## config.mk

```make
export PLATFORM = sky130hd
export DESIGN_NAME = microstep_translator_decay_control
export DESIGN_NICKNAME = d
export VERILOG_FILES = /design/src/logic/translator_pkg.sv /design/src/logic/microstep_translator_decay_control.sv
export SDC_FILE = /design/constraint.sdc
export NUM_CORES = 1
export LEC_CHECK = 0
export ABC_AREA = 0
export ABC_CLOCK_PERIOD_IN_PS = 5100
export BUFFER_PORTS_ARGS = -buffer_cell sky130_fd_sc_hd__buf_2
export CORE_MARGIN = 10
export CORE_UTILIZATION = 40
export CTS_CLUSTER_SIZE = 28
export DETAILED_ROUTE_END_ITERATION = 12
export PLACE_DENSITY = 0.7
export SETUP_SLACK_MARGIN = 0.2
export SLEW_MARGIN = 25
export SYNTH_ARGS = -nofsm -noshare
export SYNTH_HDL_FRONTEND = slang
export SYNTH_SLANG_ARGS = --single-unit
```

## constraint.sdc

```tcl
create_clock -name i_mclk -period 5.1 [get_ports i_mclk]
set_clock_uncertainty 0.15 [all_clocks]
set_input_delay 1.02 -clock i_mclk [delete_from_list [all_inputs] [get_ports i_mclk]]
set_output_delay 1.02 -clock i_mclk [all_outputs]
set_load 0.01 [all_outputs]
```

## src/logic/translator_pkg.sv

```systemverilog
// constants and types shared by the microstep translator design
package translator_pkg;
	// timebase
	localparam int CLK_MHZ = 250;
	localparam int OFF_TIME_US = 30;
	localparam int OFF_CYC = OFF_TIME_US * CLK_MHZ;
	localparam int BLANK_NS = 1000;
	localparam int BLANK_CYC = (BLANK_NS * CLK_MHZ + 999) / 1000;
	localparam int CNT_W = 16;
	localparam logic [CNT_W-1:0] BLANK_CNT = CNT_W'(BLANK_CYC - 1);
	// fast part of a mixed off period is 5/16 = 31.25 %
	localparam int FAST_NUM = 5;
	localparam int FAST_SHIFT = 4;
	// translator index: 64 sixteenth steps per electrical cycle
	localparam int IDX_W = 6;
	localparam int LVL_W = 7;
	localparam logic [IDX_W-1:0] HOME_IDX = 6'h08;
	localparam logic [IDX_W-1:0] QUARTER = 6'h10;
	// off-time configuration pin states
	localparam logic [1:0] OFFCFG_VDD = 2'h0;
	localparam logic [1:0] OFFCFG_GND = 2'h1;
	localparam logic [1:0] OFFCFG_RES = 2'h2;
	// register byte addresses
	localparam logic [3:0] REG_CTRL = 4'h0;
	localparam logic [3:0] REG_OFFTIME = 4'h4;
	localparam logic [3:0] REG_STATUS = 4'h8;
	localparam logic [3:0] REG_LEVELS = 4'hC;
	localparam int CTRL_HOME_BIT = 0;
	localparam logic [CNT_W-1:0] OFFTIME_RST = CNT_W'(OFF_CYC);
	// pwm phase of one bridge
	typedef enum logic [2:0] {
		PH_ON = 3'b001,
		PH_FAST = 3'b010,
		PH_SLOW = 3'b100
	} phase_t;
endpackage

```

## src/logic/microstep_translator_decay_control.sv

```systemverilog
// step/direction translator with per-bridge fixed off-time decay control
`timescale 1ns/1ns
// Notes on behaviour
// - select pins decode full to sixteenth step
// - undriven select pins read as low
// - reset loads home levels and mixed decay
// - each step rising edge advances one increment
// - translator drives DAC levels and polarities
// - falling level mixed, otherwise slow decay
// - select change applies at next step edge
// - software home or fault returns translator home
// - mixed off period: fast 31.25%, then slow
// - grounded off-time pin forces mixed always
// - grounded off-time pin gives 30us off-time
// - reset forces home and bridges off
// - step edges ignored while reset low
// - each bridge has fixed off-time current loop
// - direction sampled only at step edge
// - pin at supply: 30us, auto, full slow
// - output disable stops bridges, translator runs
module microstep_translator_decay_control
	import translator_pkg::*;
#(
	parameter logic [CNT_W-1:0] OFF_CYCLES = OFFTIME_RST
) (
	// clock and reset
	input wire logic i_mclk,
	input wire logic i_rst_n,
	// avalon-mm slave
	input wire logic [3:0] i_avs_address,
	input wire logic i_avs_read,
	input wire logic i_avs_write,
	input wire logic [31:0] i_avs_writedata,
	output logic [31:0] o_avs_readdata,
	output logic o_avs_waitrequest,
	// step interface
	input wire logic i_step,
	input wire logic i_dir,
	input wire logic i_res_sel_bit0,
	input wire logic i_res_sel_bit1,
	input wire logic i_res_sel_bit2,
	input wire logic [1:0] i_offtime_config_pin,
	input wire logic i_outputs_disable,
	// faults and current sense
	input wire logic i_thermal_trip,
	input wire logic i_overcurrent_trip,
	input wire logic i_supply_lockout,
	input wire logic [1:0] i_sense_trip,
	// bridge drive
	output logic [LVL_W-1:0] o_dac_level1,
	output logic [LVL_W-1:0] o_dac_level2,
	output logic [1:0] o_polarity,
	output logic [1:0] o_decay_mixed,
	output logic [1:0] o_bridge_drive,
	output logic [1:0] o_fast_decay,
	output logic o_home
);

	typedef struct packed {
		logic [2:0] step_s;
		logic [1:0] dir_s;
		logic [5:0] sel_s;
		logic [3:0] cfg_s;
		logic [1:0] dis_s;
		logic [3:0] trip_s;
		logic [1:0] flt_s;
		logic [IDX_W-1:0] idx;
		logic full_res;
		logic [1:0] mixed;
		phase_t [1:0] ph;
		logic [1:0][CNT_W-1:0] cnt;
		logic [1:0] drive;
		logic [1:0] fast;
		logic [LVL_W-1:0] lvl1;
		logic [LVL_W-1:0] lvl2;
		logic [1:0] pol;
		logic ack;
		logic [31:0] rdata;
		logic soft_home;
		logic [CNT_W-1:0] offtime;
	} state_t;

	state_t st_r;
	state_t st_nxt;
	logic rst_meta_r;
	logic rst_sync_r;
	logic rst_n;

	// quarter-wave current levels in percent of full scale
	function automatic logic [LVL_W-1:0] qlevel(input logic [4:0] k);
		logic [LVL_W-1:0] v;
		v = 7'h00;
		unique case (k)
			5'h00: v = 7'h00;
			5'h01: v = 7'h0A;
			5'h02: v = 7'h14;
			5'h03: v = 7'h1D;
			5'h04: v = 7'h26;
			5'h05: v = 7'h2F;
			5'h06: v = 7'h38;
			5'h07: v = 7'h3F;
			5'h08: v = 7'h47;
			5'h09: v = 7'h4D;
			5'h0A: v = 7'h53;
			5'h0B: v = 7'h58;
			5'h0C: v = 7'h5C;
			5'h0D: v = 7'h60;
			5'h0E: v = 7'h62;
			5'h0F: v = 7'h63;
			default: v = 7'h64;
		endcase
		return v;
	endfunction

	// sine of the index: level magnitude and negative flag
	function automatic logic [LVL_W:0] wave(input logic [IDX_W-1:0] i);
		logic [4:0] k;
		k = i[4] ? 5'(5'h10 - {1'b0, i[3:0]}) : {1'b0, i[3:0]};
		return {i[5] && (k != 5'h00), qlevel(k)};
	endfunction

	// reset: asserted at once, released on the clock
	always_ff @(posedge i_mclk or negedge i_rst_n) begin
		if (!i_rst_n) begin
			rst_meta_r <= 1'b0;
			rst_sync_r <= 1'b0;
		end else begin
			rst_meta_r <= 1'b1;
			rst_sync_r <= rst_meta_r;
		end
	end
	assign rst_n = rst_sync_r;

	always_comb begin
		logic step_rise;
		logic go_home;
		logic [2:0] sel;
		logic [IDX_W-1:0] inc;
		logic [IDX_W-1:0] nidx;
		logic [LVL_W:0] w1;
		logic [LVL_W:0] w2;
		logic [1:0] cfg;
		logic [CNT_W-1:0] off_len;
		logic [CNT_W+2:0] fast_prod;
		logic [CNT_W-1:0] fast_len;
		step_rise = 1'b0;
		go_home = 1'b0;
		sel = 3'h0;
		inc = 6'h00;
		nidx = 6'h00;
		w1 = 8'h00;
		w2 = 8'h00;
		cfg = 2'h0;
		off_len = 16'h0000;
		fast_prod = 19'h00000;
		fast_len = 16'h0000;
		st_nxt = st_r;
		st_nxt.step_s = {st_r.step_s[1:0], i_step};
		st_nxt.dir_s = {st_r.dir_s[0], i_dir};
		st_nxt.sel_s = {st_r.sel_s[2:0],
			i_res_sel_bit2, i_res_sel_bit1, i_res_sel_bit0};
		st_nxt.cfg_s = {st_r.cfg_s[1:0], i_offtime_config_pin};
		st_nxt.dis_s = {st_r.dis_s[0], i_outputs_disable};
		st_nxt.trip_s = {st_r.trip_s[1:0], i_sense_trip};
		st_nxt.flt_s = {st_r.flt_s[0],
			i_thermal_trip | i_overcurrent_trip | i_supply_lockout};
		// edge found on the synchronised step only
		step_rise = st_r.step_s[1] && !st_r.step_s[2];
		// faults and software home the translator
		go_home = st_r.flt_s[1] || st_r.soft_home;
		sel = st_r.sel_s[5:3];
		cfg = st_r.cfg_s[3:2];
		// resolution decode; floating pins already read low
		unique case (sel)
			3'b001: inc = 6'h08;
			3'b010: inc = 6'h04;
			3'b011: inc = 6'h02;
			3'b111: inc = 6'h01;
			default: inc = QUARTER;
		endcase
		// direction used only on the step edge
		// six-bit index wraps on its own in both directions
		nidx = st_r.dir_s[1] ? st_r.idx + inc : st_r.idx - inc;
		st_nxt.soft_home = 1'b0;
		if (go_home) begin
			// home position shared by every resolution
			st_nxt.idx = HOME_IDX;
			st_nxt.mixed = 2'b11;
		end else if (step_rise) begin
			st_nxt.idx = nidx;
			st_nxt.full_res = (sel == 3'b000);
		end
		// cosine on bridge 1, sine on bridge 2
		w1 = wave(IDX_W'(st_nxt.idx + QUARTER));
		w2 = wave(st_nxt.idx);
		st_nxt.lvl1 = w1[LVL_W-1:0];
		st_nxt.lvl2 = w2[LVL_W-1:0];
		st_nxt.pol = {w2[LVL_W], w1[LVL_W]};
		if (step_rise && !go_home) begin
			if (cfg == OFFCFG_GND) begin
				// grounded pin: mixed on every off period
				st_nxt.mixed = 2'b11;
			end else if (cfg == OFFCFG_VDD && sel == 3'b000) begin
				// full step at supply setting uses slow
				st_nxt.mixed = 2'b00;
			end else begin
				st_nxt.mixed[0] = w1[LVL_W-1:0] < st_r.lvl1;
				st_nxt.mixed[1] = w2[LVL_W-1:0] < st_r.lvl2;
			end
		end
		// internal off-time unless a resistor sets it
		off_len = (cfg == OFFCFG_RES) ? st_r.offtime : OFF_CYCLES;
		fast_prod = (CNT_W+3)'(off_len) * (CNT_W+3)'(FAST_NUM);
		fast_len = CNT_W'(fast_prod >> FAST_SHIFT);
		for (int b = 0; b < 2; b++) begin
			st_nxt.cnt[b] = st_r.cnt[b] + 16'h0001;
			unique case (st_r.ph[b])
				PH_ON: begin
					if (st_r.cnt[b] >= BLANK_CNT && st_r.trip_s[2+b]) begin
						st_nxt.ph[b] = st_r.mixed[b] ? PH_FAST : PH_SLOW;
						st_nxt.cnt[b] = 16'h0000;
					end else if (st_r.cnt[b] >= BLANK_CNT) begin
						st_nxt.cnt[b] = BLANK_CNT;
					end
				end
				PH_FAST: begin
					// fast part then slow for the rest
					if (st_r.cnt[b] + 16'h0001 >= fast_len) begin
						st_nxt.ph[b] = PH_SLOW;
					end
				end
				PH_SLOW: begin
					if (st_r.cnt[b] + 16'h0001 >= off_len) begin
						st_nxt.ph[b] = PH_ON;
						st_nxt.cnt[b] = 16'h0000;
					end
				end
				default: begin
					st_nxt.ph[b] = PH_ON;
					st_nxt.cnt[b] = 16'h0000;
				end
			endcase
			// disable stops drive, sequencing carries on
			st_nxt.drive[b] = (st_nxt.ph[b] == PH_ON)
				&& !st_r.dis_s[1] && !st_r.flt_s[1];
			st_nxt.fast[b] = (st_nxt.ph[b] == PH_FAST)
				&& !st_r.dis_s[1] && !st_r.flt_s[1];
		end
		// bus slave: one wait state, write lands on the ack edge
		st_nxt.ack = (i_avs_read || i_avs_write) && !st_r.ack;
		if (i_avs_read && !st_r.ack) begin
			unique case (i_avs_address)
				REG_CTRL: st_nxt.rdata = 32'h0000_0000;
				REG_OFFTIME: st_nxt.rdata = {16'h0000, st_r.offtime};
				REG_STATUS: st_nxt.rdata = {11'h000, st_r.ph[1],
					st_r.ph[0], st_r.mixed, st_r.full_res,
					st_r.dir_s[1], sel, 2'h0, st_r.idx};
				REG_LEVELS: st_nxt.rdata = {14'h0000, st_r.pol,
					1'b0, st_r.lvl2, 1'b0, st_r.lvl1};
				default: st_nxt.rdata = 32'h0000_0000;
			endcase
		end
		if (i_avs_write && st_r.ack) begin
			unique case (i_avs_address)
				REG_CTRL: st_nxt.soft_home = i_avs_writedata[CTRL_HOME_BIT];
				REG_OFFTIME: st_nxt.offtime = i_avs_writedata[CNT_W-1:0];
				default: st_nxt.offtime = st_r.offtime;
			endcase
		end
	end

	// reset holds home, mixed decay, bridges off
	always_ff @(posedge i_mclk or negedge rst_n) begin
		if (!rst_n) begin
			st_r <= '0;
			st_r.idx <= HOME_IDX;
			st_r.mixed <= 2'b11;
			st_r.ph[0] <= PH_ON;
			st_r.ph[1] <= PH_ON;
			st_r.lvl1 <= 7'h47;
			st_r.lvl2 <= 7'h47;
			st_r.offtime <= OFF_CYCLES;
		end else begin
			st_r <= st_nxt;
		end
	end

	assign o_avs_waitrequest = (i_avs_read || i_avs_write) && !st_r.ack;
	assign o_avs_readdata = st_r.rdata;
	assign o_dac_level1 = st_r.lvl1;
	assign o_dac_level2 = st_r.lvl2;
	assign o_polarity = st_r.pol;
	assign o_decay_mixed = st_r.mixed;
	assign o_bridge_drive = st_r.drive;
	assign o_fast_decay = st_r.fast;
	assign o_home = (st_r.idx == HOME_IDX);
endmodule // microstep_translator_decay_control

```

[Word level (Yosys, flattened, before mapping)]
Memories as Yosys holds them, arrays and structs flattened.
Cells that the tools add are included.
Cells by class
  eq/ne operators: 20
  shift-type cells: 0
  reduce and logical (&&, ||, !) cells: 33
  divide/modulo/power cells: 0
  $lt $le $gt $ge: 8
  $add $sub $neg: 7
  bitwise logic cells: 3
  mux-type cells: 35
  multiply operators: 1
Operator list (number)
  16-bit two-way mux: 8
  16-bit case mux with 3 select lines: 2
  21-bit case mux with 3 select lines: 1
  16-bit by 1-bit adder with 16-bit output, second input constant: 2
  16-bit by 15-bit greater-or-equal comparator with 1-bit output: 2
  16-bit greater-or-equal comparator: 2
  16-bit by 8-bit greater-or-equal comparator with 1-bit output, second input constant: 2
  3-bit two-way mux: 8
  7-bit two-way mux: 3
  5-bit case mux with 4 select lines: 1
  16-bit by 3-bit multiplier with 19-bit output, second input constant: 1
  3-bit by 2-bit == test with 1-bit output, second input constant: 6
  1-bit logical AND: 18
  3-bit case mux with 3 select lines: 2
  17-bit two-way mux: 1
  3-bit by 1-bit == test with 1-bit output, second input constant: 5
  7-bit less-than comparator: 2
  6-bit two-way mux: 2
  5-bit two-way mux: 2
  5-bit nonzero test: 2
  5-bit by 4-bit subtractor with 5-bit output, first input constant: 2
  3-bit == test, second input constant: 3
  4-bit == test, second input constant: 2
  2-bit two-way mux: 4
  17 further kinds: 24
Word-level totals
  latch bits: 0
  input bits: 53
  ROM bits: 224
  memory bits (writable): 0
  memories: 2
  register bits: 142
Memories
  (no name shown): depth 16, width 7, read ports 1, clocked after Yosys merged registers in 0, wr ports 0, RTL line microstep_translator_decay_control.sv:93  | unique case (k)
  (no name shown): depth 16, width 7, read ports 1, clocked after Yosys merged registers in 0, wr ports 0, RTL line microstep_translator_decay_control.sv:93

[Depth between registers and ports, before layout]
An unclocked memory read counts as a cell.
  depth after elaboration: 15
  depth in mapped cells: 23

[Least setup slack after synthesis]
No wires, ideal clock.
  kind: reg-to-reg
  start: reg st_r[127] (netlist name)
  end: reg st_r[107] (netlist name)
  path buffers: 1
  slack: 0.125 ns
  library setup time: 0.126 ns
  arrival: 4.699 ns
  required time: 4.824 ns
  cell stages (with the launch flop): 21
  cell sequence: dfrtp_1 -> nor2_1 -> clkbuf_1 -> nand2_1 -> inv_1 -> ha_1 -> ha_1 -> a21oi_1 -> o211ai_1 -> a21o_1 -> a221o_1 -> a21oi_1 -> nor2b_1 -> o21ai_0 -> ha_1 -> and3_1 -> nand2_1 -> a211oi_1 -> a211o_1 -> or4b_1 -> a221o_1
RTL lines
  from (decl): RTL line microstep_translator_decay_control.sv:83  | state_t st_r;
  from (signal assigned): RTL line microstep_translator_decay_control.sv:284  | st_r <= st_nxt;

==> impl_metrics.yaml <==
run_status:
  status: "complete, no violations"
detailed_routing:
  num_vias: 7506
  drt_wl_total_microns: 24920
  drt-initial-drc-count: 450
  wire_per_inst_microns: 18.16
  vias_per_cell: 5.471
  dr.pass1.iters: 7
  antenna_left: 0
  route.detailed.drc: 0
pwr:
  irDropWorstVdd_mv: 0.1803
  pwr_density_cell_mw_per_mm2: 310.2
  p_total_mw: 3.320
  leakagePower_nw: 5.259
clocking:
  clk_latency_ns: 0.44
  ctsHoldBuffers: 0
  numCtsBuffers: 17
  htreeDepth: 4
  clkSinkCount: 131
  clk_pin_slew_ns: 0.06
  cts_buffer_depth: 2
  cts_root_buffer: "clkbuf_16"
  cts_tree: "done"
sta:
  fin_ws_ns: 0.2470
  setup_viol: 0
  worst_pin_slew_ns: 0.9856
  fmax_mhz: 206.1
  slew_headroom: 0.3429
  hold_violations: 0
  slew_viol_final: 0
  finalCritPeriodShare: 0.9516
  rsz0062_at_grt: "true"
  final.min_clock_period_ns: 4.853
yosys:
  yosys.area.top_type: "dfrtp_1"
  synth_cell_types: 77
  synth_common_cells: "111 x dfrtp_1, 99 x ha_1, 88 x nand2_1"
  yosys-top-cells-area: "dfrtp_1 30%, ha_1 13%, dfstp_2 5.7%"
  syn_avg_cell_area_sq_um: 9.234
  synthArstFlopShare: 1.000
  synth-seq-cells: 131
  synth_flop_cell: "dfrtp_1"
  yosysWarnings: 0
  synth.most_common_cell: "dfrtp_1"
  seq_area_frac_synth: 0.3567
  synth_top_area_frac: 0.2999
  syn_inst: 1003
  syn-cell-area_sq_mm: 0.009261
  synth-edff-count: 0
worst_setup_path:
  r2r_setup_slack_ns: 0.25
  worstSetupPathType: "reg -> reg"
  r2r_cells: 21
  cp-end-kind: "flip-flop"
  startpoint_type: "flip-flop"
  arrival_ns: 5.03
  worstReg2RegStart: "st_r[128]"
  crit_required_ns: 5.27
  worstPathMaxFanout: 7
  r2r_end: "st_r[107]"
global_routing:
  grt_max_degree: 53
  antenna_found_initial: 3
  globalRoute.totalOverflow: 0
  grt_pass1_vias: 7509
  track_usage: 0.1723
  grt_pass1_wl_microns: 39720
floorplanning:
  coreArea_sq_mm: 0.02271
  start_util: 0.4078
  ios: 109
  fp.dieH_microns: 172.2
  rows: 55
  fp.dieW_microns: 172.2
  dieArea_sq_mm: 0.02964
cells_and_area:
  syn2layout_area_growth_pct: 15.54
  fill_cells: 2108
  final_net_count: 1227
  drive_gt1_frac: 0.2449
  fin_util: 0.4712
placed_design:
  gp_congestion: 0.9253
  pre_cts_slack_ns: -0.03597
  numPortBuffers: 81
  dp_hpwl_microns: 19330
worst_hold_path:
  hp-class: "reg -> async"
run:
  timing.max_cap.violations: 0
placed cells by master, fill, tap and decap left out, types with 8 or more instances in the layout:
cell type,instances
a21o_1,18
nand4_1,12
a21boi_0,8
xor2_1,21
nor3_1,13
mux2_2,29
conb_1,12
inv_1,67
dfrtp_1,108
clkbuf_16,17
or2_2,8
nor2_1,65
nand3_1,17
nand2_1,86
o21ai_0,61
buf_2,81
nand2b_1,15
buf_4,41
and2_1,9
dfstp_2,20
a22oi_1,15
nor2b_1,22
nor4_1,9
or3_1,8
a21oi_1,48
ha_1,90
xnor2_1,30
and3_1,9
flip-flops by register name (all words and copies together) (netlist names):
signal and cells:
st_r 74, o_avs_readdata 21, st_nxt 12, o_dac_level1 7, o_dac_level2 7, o_bridge_drive 2, o_decay_mixed 2, o_fast_decay 2
o_polarity 2, rst_meta_r 1, rst_n 1
layout make-up:
cell class,count,area (sq um),area share
clock inverter,14,141.4,0.01321
tap,285,356.6,0.03333
antenna,1,2.502,0.0002339
clock buffer,18,429.2,0.04011
multi-input combinational,730,5453,0.5096
inverter,69,264.0,0.02467
timing repair buffer,124,744.5,0.06957
sequential,131,3309,0.3093
kinds of logic (layout without fill, tap and decap cells):
| logic type | Yosys count | count (layout) | synth area share |
|---|---|---|---|
| and+or+nand+nor | 312 | 312 | 0.1713 |
| AOI/OAI and AO/OA | 214 | 214 | 0.1497 |
| buffers and inverters | 152 | 225 | 0.08579 |
| DFF | 131 | 131 | 0.3567 |
| adders and majority gates | 101 | 101 | 0.1381 |
| xor gates and xnor gates | 55 | 55 | 0.05485 |
| muxes | 36 | 36 | 0.04283 |
| other | 2 | 13 | 0.0008109 |
where the power goes:
part	total, mW	internal, mW	switching, mW	leakage (nW)
Combinational	0.855	0.390	0.465	3.34
Sequential	1.25	1.14	0.119	1.64
Clock	1.21	0.685	0.525	0.278
Total	3.32	2.21	1.11	5.26
how the worst max path moves through the flow:
stage / from / end
CTS: st_r[128] / st_r[107]
global route: st_r[128] / st_r[107]
finish: st_r[128] / st_r[107]
detailed placement: st_r[128] / st_r[107]
global placement: st_r[128] / st_r[107]
floorplan: st_r[127] / st_r[107]
repair_timing:
| item | in CTS | in global routing |
|---|---|---|
| resized for setup | 12 | 32 |
| endpoints found under the setup margin | 2 | 8 |
| pin swaps | 4 | 12 |
| buffers inserted | 4 | 7 |
| endpoints found under the hold margin | 0 | 0 |
worst max-delay path, cell delays in order, from the launching register on:
cell	delay [ns]
dfrtp_1	0.42
inv_1	0.09
nor2_1	0.04
buf_4	0.17
and3_4	0.20
fa_2	0.36
a21o_1	0.19
a21oi_2	0.15
o21bai_1	0.10
a21oi_2	0.18
nor2b_1	0.07
nor2_2	0.17
o221ai_2	0.15
o41ai_2	0.37
xnor2_1	0.20
ha_1	0.29
and3_4	0.21
nand2_4	0.08
nor3_2	0.04
a211o_1	0.30
or4b_1	0.48
a221o_1	0.33
routing by layer:
layer | part of all wire | GRT usage | wire length (microns) | vias to the layer above
met5 | 0.00052 | 0 | 13 | -
met4 | 0.031 | 0.06859 | 763 | 2
met3 | 0.054 | 0.03785 | 1337 | 49
met2 | 0.50 | 0.2897 | 12430 | 209
met1 | 0.42 | 0.2097 | 10380 | 3634
li1 | - | - | - | 3612
through the flow:
| step | cell area [sq um] | std cells | hold slack [ns] | TNS (ns) |
|---|---|---|---|---|
| 3_5_place_dp | 9791 | 1328 | 0.1385 | -0.03597 |
| 6_report | 10700 | 1372 | 0.1268 | 0 |
| 3_3_place_gp | 9791 | 1328 | 0.1300 | 0 |
| 4_1_cts | 10470 | 1364 | 0.1457 | 0 |
| 2_1_floorplan | 9304 | 1013 | 0.1812 | 0 |
| 5_1_grt | 10700 | 1371 | 0.1744 | -0.004117 |
(Power assumes the default switching activity.)
